===== src/design/uhb_pkg.sv =====
package uhb_pkg;
	// clock rates in kHz
	localparam int CLK_KHZ      = 125000;
	localparam int CPU_SLOW_KHZ = 12000;
	localparam int CPU_FAST_KHZ = 48000;
	localparam int IF_FAST_KHZ  = 48000;
	localparam int IF_SLOW_KHZ  = 30000;
	// divider counts, rounded down so the rate never falls below the figure
	localparam logic [3:0] CPU_SLOW_DIV = 4'(CLK_KHZ / CPU_SLOW_KHZ);
	localparam logic [3:0] CPU_FAST_DIV = 4'(CLK_KHZ / CPU_FAST_KHZ);
	localparam logic [3:0] IF_FAST_DIV  = 4'(CLK_KHZ / IF_FAST_KHZ);
	localparam logic [3:0] IF_SLOW_DIV  = 4'(CLK_KHZ / IF_SLOW_KHZ);
	localparam logic [3:0] DIV_ONE      = 4'h1;
	// register byte addresses
	localparam logic [7:0] A_IFACE_CFG = 8'h00;
	localparam logic [7:0] A_PROC_CTRL = 8'h04;
	localparam logic [7:0] A_EP_CFG    = 8'h08;
	localparam logic [7:0] A_FIFO_INIT = 8'h0C;
	localparam logic [7:0] A_COMMAND   = 8'h10;
	localparam logic [7:0] A_STATUS    = 8'h14;
	localparam logic [7:0] A_WF_SELECT = 8'h18;
	localparam logic [7:0] A_PORT_CTRL = 8'h1C;
	// interface_config fields
	localparam int B_CLK_SRC  = 7;
	localparam int B_CLK_FREQ = 6;
	localparam int B_CLK_OE   = 5;
	localparam int B_DEBUG    = 2;
	localparam logic [1:0] MODE_ENGINE   = 2'h2;
	localparam logic [7:0] IFACE_CFG_RST = 8'h00;
	// processor_control clock speed field
	localparam int SPD_LSB = 3;
	localparam logic [1:0] SPD_48       = 2'h2;
	localparam logic [7:0] PROC_CTRL_RST = 8'h00;
	// port register reset parks rw_n, strobe_n and bil high so no false strobe leaves reset
	localparam logic [7:0] PORT_CTRL_RST = 8'h13;
	// endpoint configuration, bulk 512 bytes 4x buffered
	localparam logic [7:0] EP_OUT_CFG = 8'hA0;
	localparam logic [7:0] EP_IN_CFG  = 8'hE0;
	// fifo_reset_control codes
	localparam logic [7:0] FR_NAK_ALL = 8'h80;
	localparam logic [7:0] FR_OUT_EP  = 8'h02;
	localparam logic [7:0] FR_IN_EP   = 8'h06;
	localparam logic [7:0] FR_RESUME  = 8'h00;
	// waveform indices and request codes
	localparam logic [7:0] WF_FIRST  = 8'h1E;
	localparam logic [7:0] WF_SECOND = 8'h4E;
	localparam logic [7:0] WF_RST    = 8'h00;
	localparam logic [7:0] CMD_CTRL  = 8'hB6;
	localparam logic [7:0] CMD_ADDR  = 8'hB7;
	// engine debug state codes
	localparam logic [2:0] ES_S0   = 3'h0;
	localparam logic [2:0] ES_S1   = 3'h1;
	localparam logic [2:0] ES_S2   = 3'h2;
	localparam logic [2:0] ES_IDLE = 3'h7;
endpackage


===== src/design/uhb_wave_if.sv =====
`timescale 1ns/1ns
interface uhb_wave_if;
	logic       tick;
	logic       start;
	logic [7:0] index;
	logic [7:0] data;
	logic       busy;
	logic       rw_n;
	logic       strobe_n;
	logic       bil;
	logic [7:0] d_o;
	logic       d_oe;
	logic [2:0] state;
	modport eng (input tick, start, index, data,
		output busy, rw_n, strobe_n, bil, d_o, d_oe, state);
	modport seq (output tick, start, index, data,
		input busy, rw_n, strobe_n, bil, d_o, d_oe, state);
endinterface


===== src/design/uhb_wave.sv =====
`timescale 1ns/1ns
module uhb_wave (
	input  wire logic clk,
	input  wire logic rst,
	uhb_wave_if.eng   w
);
	import uhb_pkg::*;

	typedef enum logic [3:0] {
		WV_IDLE = 4'b0001,
		WV_S0   = 4'b0010,
		WV_S1   = 4'b0100,
		WV_S2   = 4'b1000
	} uhb_wv_t;

	uhb_wv_t    st_r, st_nxt;
	logic       bil_r, bil_nxt;
	logic [7:0] d_r, d_nxt;

	always_comb begin
		st_nxt = st_r;
		bil_nxt = bil_r;
		d_nxt = d_r;
		unique case (st_r)
			WV_IDLE: begin
				// unknown indices run no waveform
				if (w.start && (w.index == WF_FIRST || w.index == WF_SECOND)) begin
					st_nxt = WV_S0;
					d_nxt = w.data;
					bil_nxt = (w.index == WF_SECOND);
				end
			end
			// each state lasts until the next interface clock tick
			WV_S0: if (w.tick) st_nxt = WV_S1;
			WV_S1: if (w.tick) st_nxt = WV_S2;
			WV_S2: if (w.tick) st_nxt = WV_IDLE;
		endcase
	end

	always_ff @(posedge clk) begin
		if (rst) begin
			st_r <= WV_IDLE;
			bil_r <= 1'b1;
			d_r <= 8'h00;
		end else begin
			st_r <= st_nxt;
			bil_r <= bil_nxt;
			d_r <= d_nxt;
		end
	end

	assign w.busy = (st_r != WV_IDLE);
	// write direction held low while active
	assign w.rw_n = (st_r == WV_IDLE);
	assign w.strobe_n = (st_r != WV_S1);
	assign w.bil = bil_r;
	assign w.d_o = d_r;
	assign w.d_oe = (st_r == WV_S1) || (st_r == WV_S2);
	assign w.state = (st_r == WV_S0) ? ES_S0 :
		(st_r == WV_S1) ? ES_S1 :
		(st_r == WV_S2) ? ES_S2 : ES_IDLE;
endmodule


===== src/design/uhb_bridge.sv =====
// What this block does
// - interface_config bit 7 set runs the engine from the internal clock.
// - interface_config bit 6 set makes the internal interface clock 48 MHz.
// - interface_config bit 5 set drives the interface clock out on its pin.
// - interface_config bit 3 has no effect in engine mode.
// - bit 2 set shows engine state on state_debug_outputs in engine mode; port mode gives 0.
// - mode field 10 selects engine mode, otherwise plain port pins.
// - processor clock is 12 MHz from reset, 48 MHz when speed field written.
// - a single write runs the waveform indexed by waveform_select, 1E or 4E.
// - control register addressed with both register select pins low.
// - address register addressed with select hi one and select lo zero.
// - wait for host port ready before selecting and writing.
// - address request carries low byte first, then high byte.
// - re-arm control endpoint buffer, wait until not busy, then read payload.
// - bulk out and bulk in endpoints are 4x buffered, 512-byte packets.
// - fifo init: refuse all, reset out, reset in, resume.
// - external_irq_pin is a falling-edge, enabled external interrupt.
// - first-byte wave holds byte identify low, second high, write direction low.
//
// Our own choices: the placing of the registers and the APB interface to the registers.
`timescale 1ns/1ns
module uhb_bridge (
	input  wire logic        core_clk,
	input  wire logic        rst,
	input  wire logic        psel,
	input  wire logic        penable,
	input  wire logic        pwrite,
	input  wire logic [7:0]  paddr,
	input  wire logic [31:0] pwdata,
	output logic [31:0]      prdata,
	output logic             pready,
	output logic             pslverr,
	input  wire logic        ext_iface_clock,
	input  wire logic        host_port_ready,
	input  wire logic        ep_buf_busy,
	input  wire logic [7:0]  ep_buf_byte0,
	input  wire logic [7:0]  ep_buf_byte1,
	input  wire logic        external_irq_pin,
	output logic             ep_buf_rearm,
	output logic             interface_clock,
	output logic [2:0]       state_debug_outputs,
	output logic             register_select_hi,
	output logic             register_select_lo,
	output logic             host_rw_n,
	output logic             host_strobe_n,
	output logic             byte_identify_line,
	output logic [7:0]       host_data_o,
	output logic             host_data_oe,
	output logic [7:0]       fifo_reset_control,
	output logic             fifo_reset_we,
	output logic             refuse_all_host_traffic,
	output logic             processor_tick
);
	import uhb_pkg::*;

	typedef enum logic [7:0] {
		SQ_IDLE  = 8'b0000_0001,
		SQ_REARM = 8'b0000_0010,
		SQ_BUF   = 8'b0000_0100,
		SQ_RDY   = 8'b0000_1000,
		SQ_B1    = 8'b0001_0000,
		SQ_W1    = 8'b0010_0000,
		SQ_B2    = 8'b0100_0000,
		SQ_W2    = 8'b1000_0000
	} uhb_sq_t;

	uhb_wave_if wv ();

	uhb_wave u_wave (
		.clk (core_clk),
		.rst (rst),
		.w   (wv)
	);

	////////////////////////////////////////////////////////////////////////////
	// state

	logic [7:0]  iface_cfg_r, iface_cfg_nxt;
	logic [7:0]  proc_ctrl_r, proc_ctrl_nxt;
	logic [7:0]  wf_sel_r, wf_sel_nxt;
	logic [7:0]  port_r, port_nxt;
	logic [7:0]  cmd_r, cmd_nxt;
	logic        irq_en_r, irq_en_nxt;
	logic        irq_flag_r, irq_flag_nxt;
	logic        irq_pin_r;
	logic [31:0] prdata_r, prdata_nxt;
	logic        pready_r, pready_nxt;
	logic        pslverr_r, pslverr_nxt;
	uhb_sq_t     sq_r, sq_nxt;
	logic        wv_start_r, wv_start_nxt;
	logic [7:0]  wv_data_r, wv_data_nxt;
	logic        sel_hi_r, sel_hi_nxt;
	logic        sel_lo_r, sel_lo_nxt;
	logic        rearm_r, rearm_nxt;
	logic [2:0]  fi_step_r, fi_step_nxt;
	logic [7:0]  fr_code_r, fr_code_nxt;
	logic        fr_we_r, fr_we_nxt;
	logic        nak_r, nak_nxt;
	logic [3:0]  cpu_cnt_r, cpu_cnt_nxt;
	logic        cpu_tick_r, cpu_tick_nxt;
	logic [3:0]  if_cnt_r, if_cnt_nxt;
	logic        if_tick_r, if_tick_nxt;
	logic        ext_clk_r;
	logic        interface_clock_out_r, interface_clock_out_nxt;

	logic        wr_acc;
	logic        setup;
	logic        engine_mode;
	logic [3:0]  cpu_div;
	logic [3:0]  if_div;

	assign setup = psel && !penable;
	assign wr_acc = psel && penable && pready_r && pwrite;
	assign engine_mode = (iface_cfg_r[1:0] == MODE_ENGINE);
	assign cpu_div = (proc_ctrl_r[SPD_LSB +: 2] == SPD_48) ? CPU_FAST_DIV : CPU_SLOW_DIV;
	assign if_div = iface_cfg_r[B_CLK_FREQ] ? IF_FAST_DIV : IF_SLOW_DIV;

	////////////////////////////////////////////////////////////////////////////
	// clock dividers

	always_comb begin
		cpu_tick_nxt = (cpu_cnt_r == DIV_ONE);
		cpu_cnt_nxt = cpu_tick_nxt ? cpu_div : cpu_cnt_r - DIV_ONE;
		if_cnt_nxt = (if_cnt_r == DIV_ONE) ? if_div : if_cnt_r - DIV_ONE;
		if (iface_cfg_r[B_CLK_SRC])
			if_tick_nxt = (if_cnt_r == DIV_ONE);
		else
			if_tick_nxt = ext_iface_clock && !ext_clk_r;
		interface_clock_out_nxt = iface_cfg_r[B_CLK_OE] && (if_tick_r ^ interface_clock_out_r);
	end

	always_ff @(posedge core_clk) begin
		if (rst) begin
			cpu_cnt_r <= CPU_SLOW_DIV;
			cpu_tick_r <= 1'b0;
			if_cnt_r <= IF_SLOW_DIV;
			if_tick_r <= 1'b0;
			ext_clk_r <= 1'b0;
			interface_clock_out_r <= 1'b0;
		end else begin
			cpu_cnt_r <= cpu_cnt_nxt;
			cpu_tick_r <= cpu_tick_nxt;
			if_cnt_r <= if_cnt_nxt;
			if_tick_r <= if_tick_nxt;
			ext_clk_r <= ext_iface_clock;
			interface_clock_out_r <= interface_clock_out_nxt;
		end
	end

	////////////////////////////////////////////////////////////////////////////
	// apb registers

	always_comb begin
		iface_cfg_nxt = iface_cfg_r;
		proc_ctrl_nxt = proc_ctrl_r;
		port_nxt = port_r;
		irq_en_nxt = irq_en_r;
		prdata_nxt = prdata_r;
		pready_nxt = setup;
		pslverr_nxt = 1'b0;
		if (setup) begin
			prdata_nxt = 32'h0000_0000;
			unique case (paddr)
				A_IFACE_CFG: prdata_nxt[7:0] = iface_cfg_r;
				A_PROC_CTRL: prdata_nxt[7:0] = proc_ctrl_r;
				A_EP_CFG:    prdata_nxt[15:0] = {EP_IN_CFG, EP_OUT_CFG};
				A_FIFO_INIT: prdata_nxt[8:0] = {nak_r, fr_code_r};
				A_COMMAND:   prdata_nxt[7:0] = cmd_r;
				A_STATUS:    prdata_nxt[7:0] = {irq_en_r, irq_flag_r, host_port_ready,
					ep_buf_busy, sq_r != SQ_IDLE, wv.state};
				A_WF_SELECT: prdata_nxt[7:0] = wf_sel_r;
				A_PORT_CTRL: prdata_nxt[7:0] = port_r;
				default:     pslverr_nxt = 1'b1;
			endcase
		end
		if (wr_acc) begin
			unique case (paddr)
				// asynchronous bit stored but unused in engine mode
				A_IFACE_CFG: iface_cfg_nxt = pwdata[7:0];
				A_PROC_CTRL: proc_ctrl_nxt = pwdata[7:0];
				A_PORT_CTRL: port_nxt = pwdata[7:0];
				A_STATUS:    irq_en_nxt = pwdata[7];
				default:     ;
			endcase
		end
	end

	// falling edge on the interrupt pin; set beats clear
	always_comb begin
		irq_flag_nxt = irq_flag_r;
		if (wr_acc && paddr == A_STATUS && pwdata[6])
			irq_flag_nxt = 1'b0;
		if (irq_en_r && irq_pin_r && !external_irq_pin)
			irq_flag_nxt = 1'b1;
	end

	always_ff @(posedge core_clk) begin
		if (rst) begin
			iface_cfg_r <= IFACE_CFG_RST;
			proc_ctrl_r <= PROC_CTRL_RST;
			port_r <= PORT_CTRL_RST;
			irq_en_r <= 1'b1;
			irq_flag_r <= 1'b0;
			irq_pin_r <= 1'b1;
			prdata_r <= 32'h0000_0000;
			pready_r <= 1'b0;
			pslverr_r <= 1'b0;
		end else begin
			iface_cfg_r <= iface_cfg_nxt;
			proc_ctrl_r <= proc_ctrl_nxt;
			port_r <= port_nxt;
			irq_en_r <= irq_en_nxt;
			irq_flag_r <= irq_flag_nxt;
			irq_pin_r <= external_irq_pin;
			prdata_r <= prdata_nxt;
			pready_r <= pready_nxt;
			pslverr_r <= pslverr_nxt;
		end
	end

	////////////////////////////////////////////////////////////////////////////
	// fifo init sequence, one step per processor tick

	always_comb begin
		fi_step_nxt = fi_step_r;
		fr_code_nxt = fr_code_r;
		fr_we_nxt = 1'b0;
		nak_nxt = nak_r;
		if (wr_acc && paddr == A_FIFO_INIT && pwdata[0] && fi_step_r == 3'h0)
			fi_step_nxt = 3'h1;
		else if (cpu_tick_r && fi_step_r != 3'h0) begin
			fr_we_nxt = 1'b1;
			fi_step_nxt = (fi_step_r == 3'h4) ? 3'h0 : fi_step_r + 3'h1;
			// refuse all, reset out, reset in, resume
			unique case (fi_step_r)
				3'h1: fr_code_nxt = FR_NAK_ALL;
				3'h2: fr_code_nxt = FR_OUT_EP | FR_NAK_ALL;
				3'h3: fr_code_nxt = FR_IN_EP | FR_NAK_ALL;
				default: fr_code_nxt = FR_RESUME;
			endcase
			nak_nxt = (fi_step_r != 3'h4);
		end
	end

	always_ff @(posedge core_clk) begin
		if (rst) begin
			fi_step_r <= 3'h0;
			fr_code_r <= FR_RESUME;
			fr_we_r <= 1'b0;
			nak_r <= 1'b0;
		end else begin
			fi_step_r <= fi_step_nxt;
			fr_code_r <= fr_code_nxt;
			fr_we_r <= fr_we_nxt;
			nak_r <= nak_nxt;
		end
	end

	////////////////////////////////////////////////////////////////////////////
	// vendor request sequencer

	always_comb begin
		sq_nxt = sq_r;
		cmd_nxt = cmd_r;
		wf_sel_nxt = wf_sel_r;
		wv_start_nxt = 1'b0;
		wv_data_nxt = wv_data_r;
		sel_hi_nxt = sel_hi_r;
		sel_lo_nxt = sel_lo_r;
		rearm_nxt = 1'b0;
		unique case (sq_r)
			SQ_IDLE: begin
				if (wr_acc && paddr == A_COMMAND && engine_mode &&
						(pwdata[7:0] == CMD_CTRL || pwdata[7:0] == CMD_ADDR)) begin
					cmd_nxt = pwdata[7:0];
					sq_nxt = SQ_REARM;
				end
			end
			// re-arm then wait for the buffer
			SQ_REARM: if (cpu_tick_r) begin
				rearm_nxt = 1'b1;
				sq_nxt = SQ_BUF;
			end
			SQ_BUF: if (cpu_tick_r && !ep_buf_busy) sq_nxt = SQ_RDY;
			SQ_RDY: if (cpu_tick_r && host_port_ready) begin
				sel_hi_nxt = (cmd_r == CMD_ADDR);
				sel_lo_nxt = 1'b0;
				wf_sel_nxt = WF_FIRST;
				sq_nxt = SQ_B1;
			end
			SQ_B1: if (cpu_tick_r) begin
				wv_data_nxt = ep_buf_byte0;
				wv_start_nxt = 1'b1;
				sq_nxt = SQ_W1;
			end
			// second byte only after the first wave idles
			SQ_W1: if (cpu_tick_r && !wv.busy && !wv_start_r) begin
				wf_sel_nxt = WF_SECOND;
				sq_nxt = SQ_B2;
			end
			SQ_B2: if (cpu_tick_r) begin
				wv_data_nxt = ep_buf_byte1;
				wv_start_nxt = 1'b1;
				sq_nxt = SQ_W2;
			end
			SQ_W2: if (!wv.busy && !wv_start_r) sq_nxt = SQ_IDLE;
		endcase
	end

	always_ff @(posedge core_clk) begin
		if (rst) begin
			sq_r <= SQ_IDLE;
			cmd_r <= 8'h00;
			wf_sel_r <= WF_RST;
			wv_start_r <= 1'b0;
			wv_data_r <= 8'h00;
			sel_hi_r <= 1'b0;
			sel_lo_r <= 1'b0;
			rearm_r <= 1'b0;
		end else begin
			sq_r <= sq_nxt;
			cmd_r <= cmd_nxt;
			wf_sel_r <= wf_sel_nxt;
			wv_start_r <= wv_start_nxt;
			wv_data_r <= wv_data_nxt;
			sel_hi_r <= sel_hi_nxt;
			sel_lo_r <= sel_lo_nxt;
			rearm_r <= rearm_nxt;
		end
	end

	assign wv.tick = if_tick_r;
	assign wv.start = wv_start_r;
	assign wv.index = wf_sel_r;
	assign wv.data = wv_data_r;

	////////////////////////////////////////////////////////////////////////////
	// pin stage, registered so every output is a flop

	always_ff @(posedge core_clk) begin
		if (rst) begin
			state_debug_outputs <= 3'h0;
			register_select_hi <= 1'b0;
			register_select_lo <= 1'b0;
			host_rw_n <= 1'b1;
			host_strobe_n <= 1'b1;
			byte_identify_line <= 1'b1;
			host_data_o <= 8'h00;
			host_data_oe <= 1'b0;
		end else begin
			state_debug_outputs <= (iface_cfg_r[B_DEBUG] && engine_mode) ? wv.state : 3'h0;
			// port mode drives pins from the port register
			register_select_hi <= engine_mode ? sel_hi_r : port_r[3];
			register_select_lo <= engine_mode ? sel_lo_r : port_r[2];
			host_rw_n <= engine_mode ? wv.rw_n : port_r[0];
			host_strobe_n <= engine_mode ? wv.strobe_n : port_r[1];
			byte_identify_line <= engine_mode ? wv.bil : port_r[4];
			host_data_o <= wv.d_o;
			host_data_oe <= engine_mode && wv.d_oe;
		end
	end

	assign prdata = prdata_r;
	assign pready = pready_r;
	assign pslverr = pslverr_r;
	assign ep_buf_rearm = rearm_r;
	assign interface_clock = interface_clock_out_r;
	assign fifo_reset_control = fr_code_r;
	assign fifo_reset_we = fr_we_r;
	assign refuse_all_host_traffic = nak_r;
	assign processor_tick = cpu_tick_r;
endmodule


===== config.mk =====
export PLATFORM = sky130hd
export DESIGN_NAME = uhb_bridge
export DESIGN_NICKNAME = d
export VERILOG_FILES = /design/src/design/uhb_pkg.sv /design/src/design/uhb_wave_if.sv /design/src/design/uhb_wave.sv /design/src/design/uhb_bridge.sv
export SDC_FILE = /design/constraint.sdc
export NUM_CORES = 1
export LEC_CHECK = 0
export BUFFER_PORTS_ARGS = -buffer_cell sky130_fd_sc_hd__buf_2
export CAP_MARGIN = 30
export CORE_ASPECT_RATIO = 0.75
export CORE_MARGIN = 2
export CORE_UTILIZATION = 50
export CTS_BUF_LIST = sky130_fd_sc_hd__clkbuf_4
export CTS_CLUSTER_DIAMETER = 30
export DETAILED_ROUTE_END_ITERATION = 16
export PLACE_DENSITY_LB_ADDON = 0.25
export SLEW_MARGIN = 20
export SYNTH_ARGS = -nofsm -noshare
export SYNTH_HDL_FRONTEND = slang
export SYNTH_HIERARCHICAL = 1
export SYNTH_SLANG_ARGS = --single-unit

===== constraint.sdc =====
create_clock -name core_clk -period 2.08 [get_ports core_clk]
set_clock_uncertainty 0.1 [all_clocks]
set_input_delay 0 -clock core_clk [delete_from_list [all_inputs] [get_ports core_clk]]
set_output_delay 0 -clock core_clk [all_outputs]
set_load 0.05 [all_outputs]

==> results_dict.tcl <==
set metrics [dict create \
    synth_area_um2 5480 \
    num_rows 33 \
    status "completed" \
    h-tree-depth 4 \
    hpwl_mm 9.59 \
    setup_viol 0 \
    synthCells 597 \
    crit_fanout 8 \
    worst_setup_path_start_kind "register" \
    fin_crit_ns 2.08 \
    ant_nets 0 \
    peakVddDrop_uv 320 \
    ys_seq_elements 119 \
    max_slew_margin_pct 64.8 \
    drive_above_1_share_pct 24.9 \
    viasPerCell 5.26 \
    clock_path_buffers 2 \
    yosys.cell_types.count 74 \
    end_kind "register" \
    gr-total-overflow 0 \
    start_util_pct 50.6 \
    die_h_um 94.6 \
    drt_iter0_drc 339 \
    synth_top_cells_by_count "119 x dfxtp_1, 83 x nor2_1, 40 x nand2_1" \
    cp.required_ns 2.38 \
    syn_avg_cell_area_um2 9.18 \
    routabilityCongestion 0.932 \
    yosys_warnings 6 \
    yosys.area.top_type "dfxtp_1" \
    arrival_ns 2.38 \
    holdCritPathClass "in2reg" \
    hold_path_depth 5 \
    cts_buffers 17 \
    synth.area.top_cells "dfxtp_1 43%, mux2i_1 6.9%, nor2_1 5.7%" \
    fin_util_pct 64.4 \
    nets 836 \
    finalCritPeriodShare_pct 99.9 \
    grt_antenna_before_repair 0 \
    die-area_um2 11800 \
    n_antenna_cell 0 \
    wl_per_cell_um 15.3 \
    drtPass1Iterations 6 \
    grt_usage_pct 23.6 \
    grt_pass1_vias 4417 \
    yosysSeqAreaShare_pct 43.5 \
    port_buffers 79 \
    path_class "reg2reg" \
    grt_pass1_wl_mm 21.9 \
    cts.clk_slew.worst_paths_ns 0.11 \
    coreArea_um2 10800 \
    yosysMostFrequentCell "dfxtp_1" \
    report.final.hold_viol_count 0 \
    die_width_um 125 \
    ys_async_sr_fraction_pct 0 \
    io_pins 129 \
    clock_latency_ns 0.52 \
    cap_violations 0 \
    worst_pin_slew_ns 0.525 \
    max_freq_mhz 481 \
    grt_max_degree 48 \
    synth_top_area_share_pct 43.5 \
    wirelength_mm 14.0 \
    fin_tns_setup_ns 0 \
    synth_flop_cell "dfxtp_1" \
    root_buffer "clkbuf_4" \
    vias 4819 \
    area_growth_pct 27.2 \
    drcViolationCount 0 \
    cts_tree "yes" \
    clock-sinks 119 \
    leakage_nw 2.93 \
    pwr_density_cell_nw_per_um2 678 \
    slew_viol_final 0 \
    synth-edff-count 0 \
    rr_worst_depth 7 \
    rsz0062_at_grt "yes" \
]
-- final timing paths --
kind | from | endpoint | slack, ns
worst min register to register | irq_pin_r | irq_flag_r | 0.35
worst max-delay path | pready | sq_r[7] | 0.003
worst min-delay path | paddr[1] | sq_r[0] | 0.07
worst max register to register | pready | sq_r[7] | 0.003
-- worst max-delay path: stages (launching register included) --
cell	delay (ns)
dfxtp_4	0.36
and4_4	0.27
nand2_2	0.09
o41a_1	0.40
nor4_4	0.31
buf_6	0.17
mux2i_1	0.21
nor2_1	0.06
-- through the flow --
step                std cells  power [mW]  worst slack, ns  hold slack [ns]  cell area (um2)
floorplan                 624        2.84          0.00668          -0.0256             5590
global placement          826        2.97           0.0222           0.0955             6090
detailed placement        826        2.98          -0.0413            0.104             6090
CTS                       911        4.73          0.00169          0.00915             6900
global route              916        4.92          -0.0930           0.0340             6970
finish                    916        4.72          0.00279           0.0686             6970
-- sequential cells by signal (all words and copies together) (netlist names), 8 cells and up --
signal / cells
cmd_r: 8
host_data_o: 8
iface_cfg_r: 8
port_r: 8
prdata: 10
proc_ctrl_r: 8
sq_r: 8
u_wave/w.d_o: 8
wv.data: 8
-- metal layers --
layer  part of all wire (%)  vias up  GRT usage, %
met5                      0        -             0
met4                    2.0        0          8.80
met3                    8.4       29          6.74
met2                     44      197          37.6
met1                     45     2223          31.0
li1                       -     2370             -
-- final cells by class --
class	count	area (um2)
well taps	140	175
multi-input cells	431	2790
clock inverters	15	160
inverters	19	75.1
fillers	871	3850
flip-flops and latches	119	2390
repair buffers	175	1250
clock buffers	17	128
-- logic make-up (layout without fill, tap and decap cells) --
logic type | Yosys count | after routing | synth area share [%]
multiplexers | 43 | 43 | 8.04
other | 1 | 28 | 0.0685
AO/OA/AOI/OAI | 102 | 102 | 13.6
AND/OR/NAND/NOR | 244 | 244 | 24.2
XOR/XNOR | 6 | 6 | 0.959
flip-flops | 119 | 119 | 43.5
buffers and inverters | 74 | 226 | 7.81
adder cells (fa/ha/maj) | 8 | 8 | 1.83
-- placed cells by master (no fill, tap or decap), types with 4 or more instances in the layout --
| cell | count |
|---|---|
| a211o_1 | 10 |
| a21oi_1 | 31 |
| a22oi_1 | 6 |
| a311oi_1 | 8 |
| and2_1 | 5 |
| and3_1 | 8 |
| and3b_1 | 4 |
| buf_2 | 78 |
| buf_4 | 46 |
| clkbuf_4 | 17 |
| clkinv_2 | 4 |
| clkinvlp_4 | 5 |
| conb_1 | 28 |
| dfxtp_1 | 114 |
| dfxtp_2 | 4 |
| dlygate4sd3_1 | 50 |
| ha_1 | 8 |
| inv_1 | 17 |
| mux2_2 | 4 |
| mux2i_1 | 38 |
| nand2_1 | 40 |
| nand2b_1 | 14 |
| nand3_1 | 10 |
| nand3b_1 | 4 |
| nand4_1 | 8 |
| nor2_1 | 82 |
| nor2b_1 | 25 |
| nor3_1 | 14 |
| o21ai_0 | 14 |
| o2bb2ai_1 | 5 |
| xnor2_1 | 4 |
-- where the power goes --
part	total [mW]	internal [mW]	leakage [nW]	switching (mW)
sequential	2.36	2.32	0.965	0.0370
clock	1.68	0.814	0.146	0.869
combinational	0.686	0.294	1.82	0.392
total	4.72	3.43	2.93	1.30
-- repair_timing --
action                     CTS  global route
setup buffers                4             4
gates resized for setup      4             7
hold buffers                49             2
setup endpoints to repair    5             9
hold endpoints to repair    73             2
pin swaps                    6             6
Power figures use the tool's default switching activity.
